## src/event_timer_regs.vh

```
// Purpose: Register map, field positions, reset values and timing counts of the event timer.
// Assumes: An 8-bit register port with byte offsets as listed below.
// Notes: Definitions only; include by bare name.
`ifndef EVENT_TIMER_REGS_VH
`define EVENT_TIMER_REGS_VH

// Register offsets.
`define OFS_TIMER_CONTROL 8'h05
`define OFS_CPU_STATUS 8'h06
`define OFS_IRQ_STATUS_ENABLE 8'h07
`define OFS_COUNT_LOW 8'h0b
`define OFS_COUNT_HIGH 8'h0c

// Fields of timer_control.
`define CTL_PIN_IRQ_EDGE_BIT 7
`define CTL_PIN_EDGE_SELECT_BIT 6
`define CTL_CLOCK_SOURCE_BIT 5
`define CTL_RATIO_MSB 4
`define CTL_RATIO_LSB 1
`define CTL_WRITE_MASK 8'hfe
`define CTL_RESET 8'h00

// Fields of cpu_status; only the global disable bit lives here.
`define CPU_IRQ_DISABLE_BIT 4
`define CPU_IRQ_DISABLE_RESET 1'b1

// Fields of interrupt_status_enable.
`define IRQ_OVERFLOW_FLAG_BIT 5
`define IRQ_OVERFLOW_ENABLE_BIT 1
`define IRQ_FLAG_RESET 1'b0
`define IRQ_ENABLE_RESET 1'b0

// Counter value after power-on; the value is arbitrary.
`define COUNT_POWER_ON 8'h00

// Timing: oscillator period and instruction cycle length.
`define OSC_PERIOD_NS 25
`define OSC_PER_INSTR 4
`define PHASE_LAST 2'h3
`define SAMPLE_PHASE_A 2'h0
`define SAMPLE_PHASE_B 2'h2
// A write holds its half for one whole instruction cycle.
`define HOLD_CLOCKS 3'h4

// Prescale codes with the top bit set all mean 1:256.
`define RATIO_MAX_TERMINAL 8'hff

`endif

```

## src/event_timer.v

```verilog
// Purpose: Sixteen-bit event timer with programmable prescaler and overflow interrupt.
// Assumes: core_clk is the oscillator; four clocks make one instruction cycle.
// Notes: Registers are reached over a plain strobe port with read data one cycle later.
//
// Overview of operation
// - External pin clock is synchronized to the phases after the prescaler.
// - Prescaler output is sampled twice per instruction cycle to find edges.
// - Counter steps five to seven oscillator periods after the pin edge.
// - Sixteen-bit count is reached as two separate eight-bit halves.
// - Writing a half stops that half counting for the next cycle only.
// - Any write to either count half clears the prescaler.
// - Prescale ratio can change at any time without stopping the timer.
// - Control reads zero after reset; count undefined at power-on, else kept.
// - Reset pin and watchdog resets keep the counter contents.
// - Clock source bit five set picks instruction clock, clear the pin.
// - Edge bit six set counts rising pin edges, clear counts falling.
// - Ratio field bits four to one: 1:1 to 1:128, top bit gives 1:256.
// - Counter wraps to zero, sets overflow flag, enable gates, vector clears.
`timescale 1ns/1ps
`default_nettype none
`include "event_timer_regs.vh"
module event_timer
(
   input wire core_clk,
   input wire rst,
   input wire external_reset_pin_n,
   input wire watchdog_timeout,
   input wire counter_clock_pin,
   input wire irq_vector_ack,
   input wire [7:0] reg_addr,
   input wire [7:0] reg_wdata,
   input wire reg_write,
   input wire reg_read,
   output reg [7:0] reg_rdata,
   output reg overflow_irq
);
   // Pin synchronisers; only the second stage is read by logic.
   reg pin_meta_reg;
   reg pin_sync_reg;
   reg pin_prev_reg; // Previous raw synchronised pin level.
   reg xrst_meta_reg;
   reg xrst_sync_reg;
   // Instruction phase counter.
   reg [1:0] phase_reg;
   // Software visible state.
   reg [7:0] control_reg;
   reg irq_disable_reg;
   reg overflow_flag_reg;
   reg overflow_enable_reg;
   reg [7:0] count_low_reg;
   reg [7:0] count_high_reg;
   reg [2:0] hold_low_reg;
   reg [2:0] hold_high_reg;
   // Prescaler output level, toggled on each prescaler tick.
   reg prescaler_output_reg;
   wire soft_reset;
   wire any_reset;
   wire clock_source_select;
   wire pin_edge_select;
   wire [3:0] prescale_ratio_field;
   wire instr_pulse;
   wire sample_now;
   wire pin_event;
   wire source_event;
   wire prescaler_tick;
   wire count_step;
   wire wr_low;
   wire wr_high;
   wire wr_irq;
   wire low_runs;
   wire high_runs;
   wire low_carry;
   wire overflow_event;
   wire overflow_clear;

   // External reset and counter pin come from outside the clock domain.
   always @(posedge core_clk)
   begin
      if (rst)
      begin
         pin_meta_reg <= 1'b0;
         pin_sync_reg <= 1'b0;
         xrst_meta_reg <= 1'b1;
         xrst_sync_reg <= 1'b1;
      end
      else
      begin
         pin_meta_reg <= counter_clock_pin;
         pin_sync_reg <= pin_meta_reg;
         xrst_meta_reg <= external_reset_pin_n;
         xrst_sync_reg <= xrst_meta_reg;
      end
   end

   // Reset pin and watchdog act as non power-up resets that spare the count.
   assign soft_reset = !xrst_sync_reg || watchdog_timeout;
   assign any_reset = rst || soft_reset;

   // Control fields.
   assign clock_source_select = control_reg[`CTL_CLOCK_SOURCE_BIT];
   assign pin_edge_select = control_reg[`CTL_PIN_EDGE_SELECT_BIT];
   assign prescale_ratio_field = control_reg[`CTL_RATIO_MSB:`CTL_RATIO_LSB];

   // Four phases per instruction cycle; the internal clock fires once per cycle.
   always @(posedge core_clk)
   begin
      if (any_reset)
         phase_reg <= 2'h0;
      else
         phase_reg <= phase_reg + 2'h1;
   end

   assign instr_pulse = (phase_reg == `PHASE_LAST);
   // Two sample points per instruction cycle for the prescaler output.
   assign sample_now = (phase_reg == `SAMPLE_PHASE_A) || (phase_reg == `SAMPLE_PHASE_B);

   // The raw level is remembered, so a reset or a new edge choice makes no false edge.
   always @(posedge core_clk)
   begin
      if (any_reset)
         pin_prev_reg <= 1'b0;
      else
         pin_prev_reg <= pin_sync_reg;
   end

   assign pin_event = pin_edge_select ? (pin_sync_reg && !pin_prev_reg) :
      (!pin_sync_reg && pin_prev_reg);
   // The prescaler sees raw pin events; the phase sampling comes after it.
   assign source_event = clock_source_select ? instr_pulse : pin_event;

   // Register writes decoded per half.
   assign wr_low = reg_write && (reg_addr == `OFS_COUNT_LOW);
   assign wr_high = reg_write && (reg_addr == `OFS_COUNT_HIGH);
   assign wr_irq = reg_write && (reg_addr == `OFS_IRQ_STATUS_ENABLE);

   // The ratio field is read live, so it may change while counting.
   ratio_prescaler u_prescaler
   (
      .core_clk(core_clk),
      .rst(any_reset),
      .source_event(source_event),
      .clear_count(wr_low || wr_high),
      .ratio_code(prescale_ratio_field),
      .tick(prescaler_tick)
   );

   // A tick toggles the output level so that a sampler can see it.
   always @(posedge core_clk)
   begin
      if (any_reset)
         prescaler_output_reg <= 1'b0;
      else if (prescaler_tick)
         prescaler_output_reg <= !prescaler_output_reg;
   end

   // Sampling adds the pin-to-count delay of five to seven clocks.
   phase_edge_sampler u_sampler
   (
      .core_clk(core_clk),
      .rst(any_reset),
      .sample_now(sample_now),
      .level_in(prescaler_output_reg),
      .step(count_step)
   );

   // A written half sits out one instruction cycle; the other half runs on.
   always @(posedge core_clk)
   begin
      if (any_reset)
      begin
         hold_low_reg <= 3'h0;
         hold_high_reg <= 3'h0;
      end
      else
      begin
         if (wr_low)
            hold_low_reg <= `HOLD_CLOCKS;
         else if (hold_low_reg != 3'h0)
            hold_low_reg <= hold_low_reg - 3'h1;
         if (wr_high)
            hold_high_reg <= `HOLD_CLOCKS;
         else if (hold_high_reg != 3'h0)
            hold_high_reg <= hold_high_reg - 3'h1;
      end
   end

   assign low_runs = count_step && (hold_low_reg == 3'h0) && !wr_low;
   assign low_carry = low_runs && (count_low_reg == 8'hff);
   // A carry into a held high half is lost, as the half does not count.
   assign high_runs = low_carry && (hold_high_reg == 3'h0) && !wr_high;
   assign overflow_event = high_runs && (count_high_reg == 8'hff);

   // Counter halves: cleared only at power-on, kept over other resets.
   always @(posedge core_clk)
   begin
      if (rst)
      begin
         count_low_reg <= `COUNT_POWER_ON;
         count_high_reg <= `COUNT_POWER_ON;
      end
      else
      begin
         if (wr_low)
            count_low_reg <= reg_wdata;
         else if (low_runs)
            count_low_reg <= count_low_reg + 8'h01;
         if (wr_high)
            count_high_reg <= reg_wdata;
         else if (high_runs)
            count_high_reg <= count_high_reg + 8'h01;
      end
   end

   // Control register; bit zero is not implemented and reads zero.
   always @(posedge core_clk)
   begin
      if (any_reset)
         control_reg <= `CTL_RESET;
      else if (reg_write && (reg_addr == `OFS_TIMER_CONTROL))
         control_reg <= reg_wdata & `CTL_WRITE_MASK;
   end

   // Global interrupt disable; software sets it around paired accesses.
   always @(posedge core_clk)
   begin
      if (any_reset)
         irq_disable_reg <= `CPU_IRQ_DISABLE_RESET;
      else if (reg_write && (reg_addr == `OFS_CPU_STATUS))
         irq_disable_reg <= reg_wdata[`CPU_IRQ_DISABLE_BIT];
   end

   // Flag clears by writing a one or by vectoring; a new overflow wins.
   assign overflow_clear = irq_vector_ack || (wr_irq && reg_wdata[`IRQ_OVERFLOW_FLAG_BIT]);

   always @(posedge core_clk)
   begin
      if (any_reset)
      begin
         overflow_flag_reg <= `IRQ_FLAG_RESET;
         overflow_enable_reg <= `IRQ_ENABLE_RESET;
      end
      else
      begin
         if (overflow_event)
            overflow_flag_reg <= 1'b1;
         else if (overflow_clear)
            overflow_flag_reg <= 1'b0;
         if (wr_irq)
            overflow_enable_reg <= reg_wdata[`IRQ_OVERFLOW_ENABLE_BIT];
      end
   end

   // Level interrupt, gated by the enable bit and the global disable.
   always @(posedge core_clk)
   begin
      if (any_reset)
         overflow_irq <= 1'b0;
      else
         overflow_irq <= overflow_flag_reg && overflow_enable_reg && !irq_disable_reg;
   end

   // Read data stand in the cycle after the strobe only; unmapped reads give zero.
   always @(posedge core_clk)
   begin
      if (any_reset)
         reg_rdata <= 8'h00;
      else if (reg_read)
      begin
         case (reg_addr)
            `OFS_TIMER_CONTROL:
               reg_rdata <= control_reg;
            `OFS_CPU_STATUS:
               reg_rdata <= {3'h0, irq_disable_reg, 4'h0};
            `OFS_IRQ_STATUS_ENABLE:
               reg_rdata <= {2'h0, overflow_flag_reg, 3'h0, overflow_enable_reg, 1'b0};
            `OFS_COUNT_LOW:
               reg_rdata <= count_low_reg;
            `OFS_COUNT_HIGH:
               reg_rdata <= count_high_reg;
            default:
               reg_rdata <= 8'h00;
         endcase
      end
      else
         reg_rdata <= 8'h00;
   end
endmodule // event_timer
`default_nettype wire

```

## src/ratio_prescaler.v

```verilog
// Purpose: Eight-bit prescaler that turns source events into counter ticks.
// Assumes: Events are one-cycle pulses on core_clk.
// Notes: The ratio may change at any time; the residual count is kept.
`timescale 1ns/1ps
`default_nettype none
`include "event_timer_regs.vh"
module ratio_prescaler
(
   input wire core_clk,
   input wire rst,
   input wire source_event,
   input wire clear_count,
   input wire [3:0] ratio_code,
   output reg tick
);
   reg [7:0] count_reg;
   reg [7:0] terminal;

   // Terminal count: 2^code - 1, or 255 for any code with the top bit set.
   always @*
   begin
      if (ratio_code[3])
         terminal = `RATIO_MAX_TERMINAL;
      else
         terminal = (8'h01 << ratio_code[2:0]) - 8'h01;
   end

   // Count events and restart after each tick; a clear beats an event.
   always @(posedge core_clk)
   begin
      if (rst)
      begin
         count_reg <= 8'h00;
         tick <= 1'b0;
      end
      else if (clear_count)
      begin
         count_reg <= 8'h00;
         tick <= 1'b0;
      end
      else if (source_event && (count_reg >= terminal))
      begin
         // A ratio lowered below the residue wraps at once, not after 256 events.
         count_reg <= 8'h00;
         tick <= 1'b1;
      end
      else
      begin
         count_reg <= count_reg + {7'h00, source_event};
         tick <= 1'b0;
      end
   end
endmodule // ratio_prescaler
`default_nettype wire

```

## src/phase_edge_sampler.v

```verilog
// Purpose: Samples the prescaler output level twice per instruction cycle.
// Assumes: level_in comes from a flip-flop on core_clk.
// Notes: Any change between two samples yields one step pulse.
`timescale 1ns/1ps
`default_nettype none
module phase_edge_sampler
(
   input wire core_clk,
   input wire rst,
   input wire sample_now,
   input wire level_in,
   output reg step
);
   reg sampled_reg;

   // Compare each sample with the previous one; both edges count.
   always @(posedge core_clk)
   begin
      if (rst)
      begin
         sampled_reg <= 1'b0;
         step <= 1'b0;
      end
      else
      begin
         if (sample_now)
            sampled_reg <= level_in;
         step <= sample_now && (level_in != sampled_reg);
      end
   end
endmodule // phase_edge_sampler
`default_nettype wire

```

## config.mk

```make
export PLATFORM = sky130hd
export DESIGN_NAME = event_timer
export DESIGN_NICKNAME = d
export VERILOG_FILES = /design/src/event_timer.v /design/src/ratio_prescaler.v /design/src/phase_edge_sampler.v
export VERILOG_INCLUDE_DIRS = /design/src
export SDC_FILE = /design/constraint.sdc
export NUM_CORES = 1
export LEC_CHECK = 0
export BUFFER_PORTS_ARGS = -buffer_cell sky130_fd_sc_hd__buf_4
export CELL_PAD_IN_SITES_DETAIL_PLACEMENT = 1
export CELL_PAD_IN_SITES_GLOBAL_PLACEMENT = 1
export CORE_MARGIN = 8
export CORE_UTILIZATION = 25
export CTS_CLUSTER_SIZE = 30
export DETAILED_ROUTE_END_ITERATION = 16
export PLACE_DENSITY = 0.59
export SETUP_SLACK_MARGIN = 0.15
export SLEW_MARGIN = 40
export SYNTH_ARGS = -nofsm -noshare
export SYNTH_HDL_FRONTEND = slang
export SYNTH_SLANG_ARGS = --single-unit
```

## constraint.sdc

```tcl
create_clock -name core_clk -period 3.3 [get_ports core_clk]
set_input_delay 0.165 -clock core_clk [delete_from_list [all_inputs] [get_ports core_clk]]
set_output_delay 0.165 -clock core_clk [all_outputs]
set_load 0.02 [all_outputs]
```

==> results_dict.tcl <==
set metrics [dict create \
    ir_drop_mv 0.299 \
    muxShareOfSynthArea_pct 1.99 \
    required_ns 3.54 \
    hold_start "external_reset_pin_n" \
    max_stage_delay_ns 0.52 \
    cts.sinks 60 \
    diodes 0 \
    wl_um 8630 \
    drt_pass1_iterations 4 \
    r2r_slack_ns 0.72 \
    tns_ns 0 \
    gp_congestion 0.799 \
    slowest_stage "or3b_1" \
    hp-class "primary input to flop" \
    wl_per_cell_um 16.1 \
    skew_ns 0.00760 \
    grt_max_degree 23 \
    ios 33 \
    crit_path_start_kind "flop" \
    synth.avg_cell_area_um2 8.57 \
    grt_pass1_wl_um 14600 \
    grt_util_all_layers_pct 11.6 \
    sequential_cell_area_um2 1200 \
    ctsHoldBuffers 0 \
    drt_iter0_drc 126 \
    clockPowerShare_pct 55.7 \
    cap_violations 0 \
    drc_errors 0 \
    synth_compound_area_share_pct 14.9 \
    hpwl_um 6450 \
    cts.htree.levels 3 \
    total_power_mw 1.83 \
    rows 40 \
    p_per_area_nw_per_um2 488 \
    clk_pin_slew_ns 0.05 \
    p_seq_share_pct 40.1 \
    synth_fa_ha_area_share_pct 8.68 \
    yosys_warnings 0 \
    critical_path_class "flop to flop" \
    tightest_slew_ns 0.668 \
    numCtsBuffers 9 \
    post_cts_buffers 0 \
    p_int_mw 1.44 \
    syn_inst 353 \
    cp_common_cell "ha_1" \
    r2r_end "count_high_reg[7]" \
    maxSlewViolCount 0 \
    dr_total_vias 2633 \
    cts_tree "built" \
    hold_end "xrst_meta_reg" \
    combPwrFrac_pct 4.2 \
    grt_overflow 0 \
    grt_pass1_vias 2776 \
    dieWidth_um 126 \
    multiInputGateArea_um2 1700 \
    drt.antenna.violating_nets 0 \
    die_height_um 126 \
    status "finished clean" \
    clkLatencyLatePin_ns 0.33 \
    synthXorXnorAreaFrac_pct 6.08 \
    initial_utilization_pct 25.4 \
    fillCellCount 1419 \
    synth.distinct_cells 47 \
    fmax_mhz 388 \
    setup_violations 0 \
    path_cells "inv_1 -> ha_1 -> ha_1 -> and4_1 -> nand3_1 -> or3b_1 -> or4_1 -> a311oi_1" \
    cp.arrival_ns 2.81 \
    p_leak_nw 1.37 \
    fin_nets 429 \
    end_kind "flop" \
    synthesis.nets 398 \
    ys_seq_area_share_pct 39.7 \
    finalHoldViolCount 0 \
    fin_crit_sh_pct 78.0 \
    cts_resized 0 \
    p_sw_uw 385 \
    synth-seq-cells 60 \
    reg2reg_depth 8 \
    synth-edff-count 0 \
    layout-drive-gt1-share_pct 15.4 \
    clock_path_buffers 2 \
    hold_path_depth 2 \
    coreArea_um2 11900 \
    p_sw_share_pct 21.1 \
    antenna_found_initial 0 \
    synthFlopType "dfxtp_1" \
    synth_top_family_by_area "simple AND/OR/NAND/NOR gates" \
    grt_setup_unrepaired "false" \
    die_area_um2 15900 \
    crit_fanout 9 \
    synth_simple_gate_area_share_pct 24.3 \
    root_buffer "clkbuf_16" \
    min_period_ns 2.58 \
    maxSlewHeadroom_pct 55.3 \
    synthArstFlopShare_pct 0 \
    port_buffers 32 \
    via_per_inst 4.91 \
    syn_area_um2 3030 \
    r2r_start "hold_low_reg[0]" \
    area.growth.synth_to_final_pct 23.6 \
]
worst max-delay path by stage:
stage                    startpoint           endpoint  slack, ns  depth (start not counted)
finish              hold_low_reg[0]  count_high_reg[7]       0.72                          8
global route        hold_low_reg[0]  count_high_reg[5]       0.53                          8
CTS                 hold_low_reg[0]  count_high_reg[5]       0.71                          8
detailed placement  hold_low_reg[0]  count_high_reg[7]       0.74                          8
global placement    hold_low_reg[0]  count_high_reg[5]       0.84                          8
floorplan           hold_low_reg[0]  count_high_reg[3]        1.0                         10
layout by cell type (no fill, tap or decap), types with 3 or more instances in the layout:
cell,instances
clkbuf_16,9
o31ai_1,3
nor3_1,6
nand4_1,8
nor2_1,46
nor2b_1,4
o21ai_0,8
nand2b_1,3
mux2i_1,6
or4_1,4
dfxtp_1,60
a311oi_1,4
and2_1,3
nand3_1,19
nand2_1,26
and3_1,5
a211oi_1,14
ha_1,21
a21oi_1,23
nor4_1,3
xnor2_1,7
or2_2,3
xor2_1,14
a22oi_1,8
buf_4,37
inv_1,15
stage by stage:
| stage | util [%] | instance area [um^2] | worst slack (ns) | hold WS, ns | std cells |
|---|---|---|---|---|---|
| after floorplan | - | 3030 | 0.999 | 0.269 | 353 |
| after global placement | 28.7 | 3420 | 0.844 | 0.352 | 520 |
| after detailed placement | 28.7 | 3420 | 0.737 | 0.353 | 520 |
| after CTS | 31.4 | 3740 | 0.710 | 0.00564 | 536 |
| after global routing | 31.4 | 3740 | 0.533 | 0.0138 | 536 |
| final | 31.4 | 3740 | 0.725 | 0.0162 | 536 |
critical path: cells and delay by family, from the launching register on:
| kind | cells | cell delay [ns] |
|---|---|---|
| AND/OR/NAND/NOR | 4 | 1.33 |
| buffers and inverters | 1 | 0.07 |
| flip-flops | 1 | 0.32 |
| adder cells (fa/ha/maj) | 2 | 0.52 |
| AO/OA/AOI/OAI | 1 | 0.26 |
synth_stat cells (all sizes together) (2+ instances only):
cell type / number / share of area (%)
nand3: 19 / 3.1
or3b: 2 / 0.58
or2: 3 / 0.62
mux2i: 6 / 2.0
a22oi: 8 / 2.0
and3b: 2 / 0.70
a21oi: 23 / 3.8
or4: 4 / 0.99
o21ai: 8 / 1.3
o31ai: 3 / 0.74
nor4: 4 / 1.0
ha: 21 / 8.7
and3: 5 / 1.0
nor2: 46 / 5.7
nand2: 26 / 3.2
inv: 15 / 1.9
nor3b: 2 / 0.50
nor3: 6 / 0.99
xnor2: 7 / 2.0
nand2b: 3 / 0.62
xor2: 14 / 4.1
a211oi: 14 / 3.5
and4: 3 / 0.95
dfxtp: 60 / 40
nor2b: 4 / 0.83
a311oi: 4 / 1.2
buf: 3 / 0.70
o22a: 2 / 0.58
and2: 3 / 0.62
clkbuf: 14 / 1.7
nand4: 8 / 1.7
area by class of cell:
| cell class | instances | area share [%] |
|---|---|---|
| Clock buffer | 12 | 6.59 |
| Clock inverter | 4 | 1.94 |
| Inverter | 15 | 1.51 |
| Multi-Input combinational cell | 261 | 45.5 |
| Sequential cell | 60 | 32.1 |
| Tap cell | 147 | 4.92 |
| Timing Repair Buffer | 37 | 7.43 |
power by group through the flow:
stage	Combinational (mW)	Sequential [mW]	Clock, mW
2_1_floorplan	0.0339	0.746	0
3_5_place_dp	0.0773	0.747	0
3_3_place_gp	0.0765	0.747	0
4_1_cts	0.0779	0.731	1.05
6_report	0.0765	0.732	1.02
5_1_grt	0.0842	0.732	1.09
metal layers:
metal / GRT usage (%) / up-vias / routed length, um
li1: - / 1318 / -
met1: 14.2 / 1264 / 3950
met2: 18.5 / 43 / 4050
met3: 4.47 / 8 / 536
met4: 3.26 / 0 / 96
met5: 0 / - / 0
kinds of logic (layout without fill, tap and decap cells):
family	after synthesis	count (layout)
buffers and inverters	32	68
adders and majority gates	21	21
and+or+nand+nor	144	144
xor gates and xnor gates	21	21
DFF	60	60
AOI/OAI and AO/OA	69	69
muxes	6	6
Note: power is estimated with default switching activity, not from simulation.
